### src/clock_synth_cfg.svh
`ifndef CLOCK_SYNTH_CFG_SVH
`define CLOCK_SYNTH_CFG_SVH

// Register offsets (byte addresses)
`define ADDR_PWR        8'h00
`define ADDR_CLKOUT     8'h04
`define ADDR_VCODIV     8'h08
`define ADDR_CARRIER_FREQ_SET_A      8'h0c
`define ADDR_CARRIER_FREQ_SET_B      8'h10
`define ADDR_RNGA       8'h14
`define ADDR_RNGB       8'h18
`define ADDR_LOOPN      8'h1c
`define ADDR_LOOPB      8'h20
`define ADDR_CPN        8'h24
`define ADDR_CPB        8'h28
`define ADDR_BOOST      8'h2c
`define ADDR_SYNTH      8'h30
`define ADDR_LPO        8'h34

// Field positions
`define PWR_XO_BIT      0
`define PWR_RST_BIT     7
`define CLKOUT_SRC_BIT  5
`define CLKOUT_DIS_BIT  6
`define VCODIV_OUTPUT_DIVIDER_BIT    2
`define VCODIV_VCO_SOURCE_SELECT   4
`define VCODIV_INDUCT   5
`define RANGING_START_BIT   4
`define RNG_ERR_BIT     5
`define BOOST_EN_BIT    16
`define SYNTH_EN_BIT    0
`define SYNTH_SELB_BIT  1
`define LPO_FAST_BIT    0
`define LPO_CAL_BIT     1
`define LPO_DONE_BIT    2
`define LPO_TRIM_LSB    8

// Reset values
`define PWR_RST_VAL     1'b1
`define CLKOUT_SEL_RST  5'h04
`define DIV_SEL_MAX     5'h0a
`define VCODIV_RST      6'h00
`define FREQ_RST        32'h00000000
`define LOOPN_RST       2'h1
`define LOOPB_RST       2'h3
`define CPN_RST         8'h10
`define CPB_RST         8'h40
`define BOOST_DUR_RST   16'h0020
`define LPO_TRIM_RST    8'h80
`define RNG_INIT        4'h8
`define RNG_MAX         4'hf

// Timing
`define CLK_HZ          10000000
`define CLK_PERIOD_NS   100
`define LPO_SLOW_HZ     640
`define LPO_FAST_HZ     10200
`define LPO_SLOW_CYC    (`CLK_HZ / `LPO_SLOW_HZ)
`define LPO_FAST_CYC    (`CLK_HZ / `LPO_FAST_HZ)
`define RNG_SETTLE_NS   5000
`define RNG_SETTLE_CYC  ((`RNG_SETTLE_NS + `CLK_PERIOD_NS - 1) / `CLK_PERIOD_NS)

`endif

### src/clock_synth_pkg.sv
`default_nettype none
package clock_synth_pkg;
  typedef enum logic [1:0] {
    RNG_IDLE   = 2'b00,
    RNG_TRY    = 2'b01,
    RNG_SETTLE = 2'b10
  } rng_state_t;
  typedef logic [3:0]  vco_range_t;
  typedef logic [31:0] reg_word_t;
endpackage
`default_nettype wire

### src/radio_clock_synth_control.sv
`timescale 1ns/10ps
`default_nettype none
`include "clock_synth_cfg.svh"

// Behaviour
// - Low-power oscillator 640 Hz or 10.2 kHz
// - Background calibration against reference clock
// - Clock pin: divided reference, oscillator, or off
// - Five-bit field, ratios 1 to 1024
// - Divided output has 50% duty
// - After power-up output is reference/16
// - Any reset restores register defaults; soft reset leaves the reset bit set
// - Two 1 Hz-resolution carrier sets A, B
// - Inductor select enables external inductor
// - Inductor 0, source 1: external VCO
// - Start bit readable, cleared when ranging ends
// - Register A ranges set A, B ranges B
// - Ranging error status bit readable
// - No ranging with fully external VCO
// - Filter and pump fields, normal and boost
// - Boost settings first, then normal automatically
// - Filter code 00 bypasses to filter pin
// - Other filter codes raise bandwidth 2x/5x
// - Reference divider field beside output divider
// - Reference oscillator on at power-up
module radio_clock_synth_control #(
  parameter int unsigned CAL_SLOW_CYC = `LPO_SLOW_CYC
) (
  // Clock and reset
  input  wire logic                       clk,
  input  wire logic                       rst,
  // Register port
  input  wire logic [7:0]                 regAddr,
  input  wire logic [31:0]                regWrData,
  input  wire logic                       regWr,
  input  wire logic                       regRd,
  output logic [31:0]                     regRdData,
  // Low-power oscillator
  input  wire logic                       lpoClkIn,
  output logic                            lpoFast,
  output logic [7:0]                      lpoTrim,
  // Clock output pin
  output logic                            sysClkOut,
  output logic                            sysClkOe,
  // Reference oscillator
  output logic                            refOscEnable,
  // Synthesizer control
  input  wire logic                       vcoAboveTarget,
  output logic [31:0]                     carrierFreq,
  output logic [1:0]                      refDivider,
  output logic                            outputDividerBit,
  output logic                            vcoSourceSelect,
  output logic                            inductorSelect,
  output clock_synth_pkg::vco_range_t     vcoRange,
  output logic [1:0]                      loopFilterSelect,
  output logic [7:0]                      chargePumpCurrent,
  output logic                            externalFilterBypass,
  output logic                            boostActive
);
  import clock_synth_pkg::*;

  localparam logic [15:0] CAL_SLOW = 16'(CAL_SLOW_CYC);
  localparam logic [15:0] CAL_FAST = 16'(`LPO_FAST_CYC);
  localparam logic [9:0]  SETTLE   = 10'(`RNG_SETTLE_CYC);

  function automatic logic divTap(input logic [9:0] cnt, input logic [4:0] sel);
    logic [3:0] idx;
    idx = 4'(sel - 5'h01);
    divTap = cnt[idx];
  endfunction

  // Register state
  logic       pwrRst_q;
  logic       xoEn_q;
  logic [4:0] clkSel_q;
  logic       clkSrc_q;
  logic       clkDis_q;
  logic [5:0] vcoDiv_q;
  logic [31:0] carrier_freq_set_a_q;
  logic [31:0] carrier_freq_set_b_q;
  logic [1:0] loopN_q;
  logic [1:0] loopB_q;
  logic [7:0] cpN_q;
  logic [7:0] cpB_q;
  logic       boostEn_q;
  logic [15:0] boostDur_q;
  logic       synthEn_q;
  logic       synthSelB_q;
  logic       lpoFast_q;
  logic       calEn_q;
  logic       calDone_q;
  logic [7:0] trim_q;
  logic       startA_q;
  logic       startB_q;
  logic       errA_q;
  logic       errB_q;
  vco_range_t rangeA_q;
  vco_range_t rangeB_q;
  logic       regRst;
  logic       wrHit;

  assign regRst = rst | pwrRst_q;
  assign wrHit  = regWr;

  // Reset bit itself only cleared by pin reset or a host write
  always_ff @(posedge clk) begin
    if (rst) begin
      pwrRst_q <= 1'b0;
    end else if (wrHit && regAddr == `ADDR_PWR) begin
      pwrRst_q <= regWrData[`PWR_RST_BIT];
    end
  end

  always_ff @(posedge clk) begin
    if (regRst) begin
      xoEn_q      <= `PWR_RST_VAL;
      clkSel_q    <= `CLKOUT_SEL_RST;
      clkSrc_q    <= 1'b0;
      clkDis_q    <= 1'b0;
      vcoDiv_q    <= `VCODIV_RST;
      carrier_freq_set_a_q     <= `FREQ_RST;
      carrier_freq_set_b_q     <= `FREQ_RST;
      loopN_q     <= `LOOPN_RST;
      loopB_q     <= `LOOPB_RST;
      cpN_q       <= `CPN_RST;
      cpB_q       <= `CPB_RST;
      boostEn_q   <= 1'b0;
      boostDur_q  <= `BOOST_DUR_RST;
      synthEn_q   <= 1'b0;
      synthSelB_q <= 1'b0;
      lpoFast_q   <= 1'b0;
      calEn_q     <= 1'b0;
    end else if (wrHit) begin
      case (regAddr)
        `ADDR_PWR:    xoEn_q <= regWrData[`PWR_XO_BIT];
        `ADDR_CLKOUT: begin
          clkSel_q <= (regWrData[4:0] > `DIV_SEL_MAX) ? `DIV_SEL_MAX : regWrData[4:0];
          clkSrc_q <= regWrData[`CLKOUT_SRC_BIT];
          clkDis_q <= regWrData[`CLKOUT_DIS_BIT];
        end
        `ADDR_VCODIV: vcoDiv_q <= regWrData[5:0];
        `ADDR_CARRIER_FREQ_SET_A:  carrier_freq_set_a_q <= regWrData;
        `ADDR_CARRIER_FREQ_SET_B:  carrier_freq_set_b_q <= regWrData;
        `ADDR_LOOPN:  loopN_q <= regWrData[1:0];
        `ADDR_LOOPB:  loopB_q <= regWrData[1:0];
        `ADDR_CPN:    cpN_q <= regWrData[7:0];
        `ADDR_CPB:    cpB_q <= regWrData[7:0];
        `ADDR_BOOST: begin
          boostEn_q  <= regWrData[`BOOST_EN_BIT];
          boostDur_q <= regWrData[15:0];
        end
        `ADDR_SYNTH: begin
          synthEn_q   <= regWrData[`SYNTH_EN_BIT];
          synthSelB_q <= regWrData[`SYNTH_SELB_BIT];
        end
        `ADDR_LPO: begin
          lpoFast_q <= regWrData[`LPO_FAST_BIT];
          calEn_q   <= regWrData[`LPO_CAL_BIT];
        end
        default: ;
      endcase
    end
  end

  // Pin synchronisers
  logic lpoS1_q;
  logic lpoS2_q;
  logic lpoS3_q;
  logic vcoS1_q;
  logic vcoS2_q;

  always_ff @(posedge clk) begin
    lpoS1_q <= lpoClkIn;
    lpoS2_q <= lpoS1_q;
    lpoS3_q <= lpoS2_q;
    vcoS1_q <= vcoAboveTarget;
    vcoS2_q <= vcoS1_q;
  end

  // Oscillator calibration: ref cycles per oscillator period vs target
  logic [15:0] calCnt_q;
  logic        calArmed_q;
  logic        lpoRise;
  logic [15:0] calTarget;

  assign lpoRise   = lpoS2_q & ~lpoS3_q;
  assign calTarget = lpoFast_q ? CAL_FAST : CAL_SLOW;

  always_ff @(posedge clk) begin
    if (regRst || !calEn_q) begin
      calCnt_q   <= 16'h0000;
      calArmed_q <= 1'b0;
    end else if (lpoRise) begin
      calCnt_q   <= 16'h0001;
      calArmed_q <= 1'b1;
    end else if (calCnt_q != 16'hffff) begin
      calCnt_q <= calCnt_q + 16'h0001;
    end
  end

  always_ff @(posedge clk) begin
    if (regRst) begin
      trim_q    <= `LPO_TRIM_RST;
      calDone_q <= 1'b0;
    end else if (calEn_q && calArmed_q && lpoRise) begin
      if (calCnt_q > calTarget && trim_q != 8'hff) begin
        trim_q <= trim_q + 8'h01;
      end else if (calCnt_q < calTarget && trim_q != 8'h00) begin
        trim_q <= trim_q - 8'h01;
      end
      calDone_q <= (calCnt_q == calTarget) | calDone_q;
    end
  end

  // Clock output divider; config swapped only at wrap, with oscillator low when it is the old or new source
  logic [9:0] divCnt_q;
  logic [4:0] actSel_q;
  logic       actSrc_q;
  logic       actDis_q;

  always_ff @(posedge clk) begin
    if (regRst) begin
      divCnt_q <= 10'h000;
    end else begin
      divCnt_q <= divCnt_q + 10'h001;
    end
  end

  always_ff @(posedge clk) begin
    if (regRst) begin
      actSel_q <= `CLKOUT_SEL_RST;
      actSrc_q <= 1'b0;
      actDis_q <= 1'b0;
    // Oscillator low only matters when it is the old or new source
    end else if (divCnt_q == 10'h3ff && (!lpoS2_q || (!clkSrc_q && !actSrc_q))) begin
      actSel_q <= clkSel_q;
      actSrc_q <= clkSrc_q;
      actDis_q <= clkDis_q;
    end
  end

  always_comb begin
    if (actDis_q) begin
      sysClkOut = 1'b0;
    end else if (actSrc_q) begin
      sysClkOut = lpoS2_q;
    end else if (actSel_q == 5'h00) begin
      sysClkOut = clk;
    end else begin
      sysClkOut = divTap(divCnt_q, actSel_q);
    end
  end
  assign sysClkOe = ~actDis_q;

  // VCO auto-ranging, binary search per frequency set
  rng_state_t rngState_q;
  logic       rngSetB_q;
  logic [1:0] rngBit_q;
  logic [9:0] settleCnt_q;
  vco_range_t trial_q;
  logic       extVco;
  logic       startWrA;
  logic       startWrB;

  assign extVco   = ~vcoDiv_q[`VCODIV_INDUCT] & vcoDiv_q[`VCODIV_VCO_SOURCE_SELECT];
  assign startWrA = wrHit && regAddr == `ADDR_RNGA && regWrData[`RANGING_START_BIT];
  assign startWrB = wrHit && regAddr == `ADDR_RNGB && regWrData[`RANGING_START_BIT];

  always_ff @(posedge clk) begin
    if (regRst) begin
      rngState_q  <= RNG_IDLE;
      rngSetB_q   <= 1'b0;
      rngBit_q    <= 2'h3;
      settleCnt_q <= 10'h000;
      trial_q     <= `RNG_INIT;
      startA_q    <= 1'b0;
      startB_q    <= 1'b0;
      errA_q      <= 1'b0;
      errB_q      <= 1'b0;
      rangeA_q    <= `RNG_INIT;
      rangeB_q    <= `RNG_INIT;
    end else begin
      case (rngState_q)
        RNG_IDLE: begin
          if (startWrA || startWrB) begin
            rngSetB_q <= startWrB & ~startWrA;
            if (extVco) begin
              if (startWrA) errA_q <= 1'b1;
              else errB_q <= 1'b1;
            end else begin
              if (startWrA) begin
                startA_q <= 1'b1;
                errA_q   <= 1'b0;
              end else begin
                startB_q <= 1'b1;
                errB_q   <= 1'b0;
              end
              rngBit_q    <= 2'h3;
              trial_q     <= `RNG_INIT;
              settleCnt_q <= SETTLE;
              rngState_q  <= RNG_SETTLE;
            end
          end
        end
        RNG_SETTLE: begin
          if (settleCnt_q != 10'h000) begin
            settleCnt_q <= settleCnt_q - 10'h001;
          end else begin
            rngState_q <= RNG_TRY;
          end
        end
        RNG_TRY: begin
          if (vcoS2_q) begin
            trial_q[rngBit_q] <= 1'b0;
          end
          if (rngBit_q != 2'h0) begin
            trial_q[rngBit_q - 2'h1] <= 1'b1;
            rngBit_q    <= rngBit_q - 2'h1;
            settleCnt_q <= SETTLE;
            rngState_q  <= RNG_SETTLE;
          end else begin
            rngState_q <= RNG_IDLE;
            if (rngSetB_q) begin
              rangeB_q <= {trial_q[3:1], trial_q[0] & ~vcoS2_q};
              startB_q <= 1'b0;
              errB_q   <= (trial_q == `RNG_MAX) & ~vcoS2_q;
            end else begin
              rangeA_q <= {trial_q[3:1], trial_q[0] & ~vcoS2_q};
              startA_q <= 1'b0;
              errA_q   <= (trial_q == `RNG_MAX) & ~vcoS2_q;
            end
          end
        end
        default: rngState_q <= RNG_IDLE;
      endcase
    end
  end

  // Boost timer from synthesizer enable
  logic        synthEnD_q;
  logic [15:0] boostCnt_q;
  logic        boost_q;

  always_ff @(posedge clk) begin
    if (regRst) begin
      synthEnD_q <= 1'b0;
      boostCnt_q <= 16'h0000;
      boost_q    <= 1'b0;
    end else begin
      synthEnD_q <= synthEn_q;
      if (!synthEn_q) begin
        boost_q <= 1'b0;
      end else if (!synthEnD_q) begin
        boost_q    <= boostEn_q && boostDur_q != 16'h0000;
        boostCnt_q <= boostDur_q;
      end else if (boost_q) begin
        if (boostCnt_q == 16'h0001) boost_q <= 1'b0;
        boostCnt_q <= boostCnt_q - 16'h0001;
      end
    end
  end

  // Registered synthesizer outputs
  always_ff @(posedge clk) begin
    if (regRst) begin
      carrierFreq       <= `FREQ_RST;
      loopFilterSelect  <= `LOOPN_RST;
      chargePumpCurrent <= `CPN_RST;
      vcoRange          <= `RNG_INIT;
    end else begin
      if (rngState_q != RNG_IDLE) begin
        carrierFreq <= rngSetB_q ? carrier_freq_set_b_q : carrier_freq_set_a_q;
        vcoRange    <= trial_q;
      end else begin
        carrierFreq <= synthSelB_q ? carrier_freq_set_b_q : carrier_freq_set_a_q;
        vcoRange    <= synthSelB_q ? rangeB_q : rangeA_q;
      end
      loopFilterSelect  <= boost_q ? loopB_q : loopN_q;
      chargePumpCurrent <= boost_q ? cpB_q : cpN_q;
    end
  end

  assign externalFilterBypass = loopFilterSelect == 2'h0;
  assign boostActive          = boost_q;
  assign refOscEnable         = xoEn_q;
  assign lpoFast              = lpoFast_q;
  assign lpoTrim              = trim_q;
  assign refDivider           = vcoDiv_q[1:0];
  assign outputDividerBit     = vcoDiv_q[`VCODIV_OUTPUT_DIVIDER_BIT];
  assign vcoSourceSelect      = vcoDiv_q[`VCODIV_VCO_SOURCE_SELECT];
  assign inductorSelect       = vcoDiv_q[`VCODIV_INDUCT];

  // Read port, data one cycle after strobe
  always_ff @(posedge clk) begin
    if (rst) begin
      regRdData <= 32'h00000000;
    end else if (regRd) begin
      case (regAddr)
        `ADDR_PWR:    regRdData <= {24'h000000, pwrRst_q, 6'h00, xoEn_q};
        `ADDR_CLKOUT: regRdData <= {25'h0000000, clkDis_q, clkSrc_q, clkSel_q};
        `ADDR_VCODIV: regRdData <= {26'h0000000, vcoDiv_q};
        `ADDR_CARRIER_FREQ_SET_A:  regRdData <= carrier_freq_set_a_q;
        `ADDR_CARRIER_FREQ_SET_B:  regRdData <= carrier_freq_set_b_q;
        `ADDR_RNGA:   regRdData <= {26'h0000000, errA_q, startA_q, rangeA_q};
        `ADDR_RNGB:   regRdData <= {26'h0000000, errB_q, startB_q, rangeB_q};
        `ADDR_LOOPN:  regRdData <= {30'h00000000, loopN_q};
        `ADDR_LOOPB:  regRdData <= {30'h00000000, loopB_q};
        `ADDR_CPN:    regRdData <= {24'h000000, cpN_q};
        `ADDR_CPB:    regRdData <= {24'h000000, cpB_q};
        `ADDR_BOOST:  regRdData <= {15'h0000, boostEn_q, boostDur_q};
        `ADDR_SYNTH:  regRdData <= {29'h00000000, boost_q, synthSelB_q, synthEn_q};
        `ADDR_LPO:    regRdData <= {16'h0000, trim_q, 5'h00, calDone_q, calEn_q, lpoFast_q};
        default:      regRdData <= 32'h00000000;
      endcase
    end else begin
      regRdData <= 32'h00000000;
    end
  end
endmodule

`default_nettype wire

### config.mk
export PLATFORM = sky130hd
export DESIGN_NAME = radio_clock_synth_control
export DESIGN_NICKNAME = d
export VERILOG_FILES = /design/src/clock_synth_pkg.sv /design/src/radio_clock_synth_control.sv
export VERILOG_INCLUDE_DIRS = /design/src
export SDC_FILE = /design/constraint.sdc
export NUM_CORES = 1
export LEC_CHECK = 0
export BUFFER_PORTS_ARGS = -buffer_cell sky130_fd_sc_hd__buf_2
export CAP_MARGIN = 10
export CORE_MARGIN = 2
export CORE_UTILIZATION = 35
export CTS_CLUSTER_DIAMETER = 200
export DETAILED_ROUTE_END_ITERATION = 16
export GPL_TIMING_DRIVEN = 0
export PLACE_DENSITY_LB_ADDON = 0.08
export SETUP_SLACK_MARGIN = 0.5
export SYNTH_ARGS = -nofsm -noshare
export SYNTH_HDL_FRONTEND = slang
export SYNTH_SLANG_ARGS = --single-unit
### constraint.sdc
create_clock -name clk -period 4 [get_ports clk]
set_input_delay 1.2 -clock clk [delete_from_list [all_inputs] [get_ports clk]]
set_output_delay 1.2 -clock clk [all_outputs]
set_load 0.02 [all_outputs]
## After elaboration in Yosys (flattened, before gate mapping)

Cells that the tools add are included.
Widths: inputs -> output; s select.

- Output and inout port bits: 97
- Bits of input ports: 46
- Register bits: 295

- $add $sub $neg: 8
- Bitwise gates (word level): 19
- Muxes and demuxes: 73
- Magnitude comparators: 8
- Reductions and logical operators: 62
- Equal/unequal tests: 32

Operators by type and width:

| kind | number |
|---|---|
| $pmux 32 s14 | 1 |
| $mux 32 | 3 |
| $eq 8x6->1 const B | 6 |
| $mux 10 | 4 |
| $eq 8x5->1 const B | 4 |
| $mux 16 | 2 |
| $mux 4 | 8 |
| $mux 1 | 31 |
| $pmux 10 s3 | 1 |
| $reduce_and 2->1 | 15 |
| $mux 8 | 3 |
| $ne 2x2->1 const B | 10 |
| $add 16x1->16 const B | 1 |
| $eq 16x1->1 const B | 1 |
| $eq 16x14->1 | 1 |
| $eq 8x4->1 const B | 2 |
| $gt 16x14->1 | 1 |
| $lt 16x14->1 | 1 |
| $mux 2 | 8 |
| $ne 16x16->1 const B | 1 |
| $reduce_bool 16->1 | 1 |
| $sub 16x1->16 const B | 1 |
| $reduce_and 5->1 | 3 |
| $logic_and 1x1->1 | 14 |
| other kinds (44) | 79 |

## Logic depth before layout (Yosys ltp)

- Depth in word-level cells: 12
- Depth in mapped cells: 14

==> summary.txt <==
Run status
  • Status: finished with violations
  • Failing checks: negative setup slack

Timing
  • Final-report hold violation count: 0
  • Slew headroom: 0.305
  • Final Setup Violations: 1
  • Unrepaired setup endpoints after global routing: true
  • Max Clock Skew: about 0.022 ns
  • Min Hold Slack: about 0.32 ns
  • Tightest Pin Transition: between 1 and 1.5 ns
  • Worst setup margin: -0.00732 ns
  • Post-Route Setup TNS: -0.00732 ns
  • Fin. max-slew vios: 0

Placement
  • Placed cell areas: 0.0139 sq mm
  • Input/output buffers: around 140
  • Post-DP HPWL: 32800 um
  • Final Wtd Congestion: ~0.96
  • Placed insts: between 2000 and 2500

Floorplan
  • Die W: a little under 200 um
  • Ports: roughly 140
  • Die area: roughly 0.038 sq mm
  • Starting density of the core: 0.355
  • Std cell rows: 69
  • Area of the core: about 0.035 sq mm
  • Die Height: a little under 200 um

Worst setup path
  • Crit path kind: clk -> out
  • Worst R2R End: lpoTrim[7]$_SDFFE_PP1P_
  • Worst reg2reg path depth: 14
  • CP Data Required Time: 2.80 ns
  • Max Fanout on Critical Path: 2
  • Startpoint types: clock port
  • Setup slack, reg-to-reg: roughly 0.53 ns
  • CP arrival: between 2 and 3 ns
  • Reg-to-Reg Start: lpoFast$_SDFFE_PP0P_
  • Crit end category: output pin

Synthesis
  • Count leader, synth: nand2_1
  • Yosys top cell area share: 0.469
  • Synth warnings: 0
  • Largest area contributor in the synthesized netlist: dfxtp_1
  • Post-Syn Area: roughly 0.013 sq mm
  • Post-synthesis sequential area ratio: 0.469
  • Yosys cell types: 64
  • Synth area leaders: dfxtp_1, nand2_1, a21oi_1
  • EDFF count, synth: 0
  • Synthesized instance count: approximately 1500
  • Async S/R FF share, synth: 0
  • Top cells by count, synth: nand2_1, dfxtp_1, a21oi_1
  • Top_reg_cell synth: dfxtp_1
  • Synthesized flop and latch total: 295
  • Mapped Nets: roughly 1600
  • Post-Syn Area per Cell: 8.34 sq um

Global route
  • First-pass GRT wire length: 68800 um
  • All-Layer GR Usage: 0.236
  • Initial antenna violation count: 0
  • Largest net degree at the start of global routing: 13
  • GRT overflow: 0
  • Vias in the first global route: 11280

Routing
  • WL/cell: between 20 and 25 um
  • DR pass1 iterations: 8
  • Total Wirelength: 45300 um
  • Routed via count: around 12000
  • DR iter-0 viols: approximately 980
  • Vias per cell: roughly 5.4
  • Post-route DRC violation count: 0
  • Antenna viol nets, final: 0

Final layout
  • Non-Filler Instances: approximately 2200
  • Share of cells above drive strength 1: 0.137
  • Diode count: 0
  • Final instance area: roughly 0.015 sq mm
  • Synth-to-Final Area Change: 20.6%
  • Final core occ: 0.428
  • Nets: roughly 1800

Clocking
  • Clk_lat worst skew: about 0.64 ns
  • Clock slew at reported path FFs: about 0.060 ns
  • CTS tree: yes

Worst hold path
  • Hold_sp: vcoS1_q$_DFF_P_
  • WHS Endpoint: vcoS2_q$_DFF_P_
  • Worst hold path cell count: 0
  • Worst Hold Class: reg -> reg

Power and ir drop
  • Leak: 5.62 nW
  • Peak VDD IR: 0.000321 V
  • Power Density: 416 mW/mm^2

Flow run
  • Max cap viols: 0
[cell type report]
cell class                 instances  area [sq um]
sequential                       295          5910
multi-input combinational       1094          6340
timing repair buffer             144           733
tap                              461           577
clock inverter                     6          40.0
clock buffer                      56          1120
buffer                           100           385
fill                            3618         20300
inverter                          21          82.6
[flip-flops by register name (all words and copies together), names as in the netlist, 10 cells and up]
name / flops
boostCnt_q: 16
settleCnt_q: 10
boostDur_q: 16
carrierFreq: 32
divCnt_q: 10
regRdData: 32
calCnt_q: 16
carrier_freq_set_a_q: 32
carrier_freq_set_b_q: 32
[routing by layer]
layer  vias up  track usage  wire [um]
li1       5653            -          -
met5         -            0          0
met1      5642        0.307      19700
met4         0       0.0950       1700
met2       410        0.393      21100
met3        89       0.0370       2700
[cell families (layout without fill, tap and decap cells)]
group                    count (synthesis)  in the layout  synth area share
buffers and inverters                  121            327            0.0369
AO/OA/AOI/OAI                          348            348             0.168
XOR/XNOR                                33             33            0.0230
adder cells (fa/ha/maj)                 29             29            0.0294
multiplexers                            67             67            0.0557
flip-flops                             295            295             0.469
AND/OR/NAND/NOR                        617            617             0.218
[cells in the final DEF, fill, tap and decap left out, drive strengths merged, types with 7 or more instances in the layout]
cell      n
a22oi    53
and2     10
and3     15
a211oi   13
buf     154
nand2b   11
mux2i    60
nor2b     7
nand4    14
o22ai     8
clkbuf  146
dfxtp   295
nand2   297
xnor2     8
a221oi    7
o21ai    36
xor2     25
inv      21
nor3     15
a222oi    7
ha       28
nor4     15
nand3    62
a21oi   181
or3       7
nor2    141
[worst max-delay path: stages]
cell	delay, ns
clkbuf_16	0.12
clkbuf_16	0.13
mux2i_1	0.16
o21ai_2	0.12
and2_4	0.16
buf_6	0.12
[power breakdown]
part | internal [mW] | leakage (nW) | switching [mW]
clock network | 1.90 | 0.579 | 1.26
logic | 0.0419 | 2.66 | 0.154
registers | 2.94 | 2.38 | 0.00606
[worst max path at each step]
stage                         startpoint                       to  slack [ns]  cells past startpoint
global placement    lpoFast$_SDFFE_PP0P_  lpoTrim[7]$_SDFFE_PP1P_        0.07                     14
CTS                                  clk                sysClkOut       -0.07                      6
detailed placement  lpoFast$_SDFFE_PP0P_  lpoTrim[7]$_SDFFE_PP1P_        0.06                     14
global route                         clk                sysClkOut       -0.04                      6
floorplan                            clk                sysClkOut        0.45                      3
finish                               clk                sysClkOut      -0.007                      6
[stage by stage]
step                total power [mW]  worst slack, ns
finish                          6.31         -0.00732
global route                    6.51          -0.0400
CTS                             6.38          -0.0659
detailed placement              3.21           0.0581
global placement                3.21           0.0702
floorplan                       3.10            0.450
[timing repair]
| action | in CTS | in global routing |
|---|---|---|
| hold buffers | 0 | 0 |
| resized for setup | 9 | 10 |
| pin swaps | 4 | 4 |
| setup buffers | 3 | 2 |
| setup endpoints to repair | 4 | 4 |
Power figures use the tool's default switching activity.
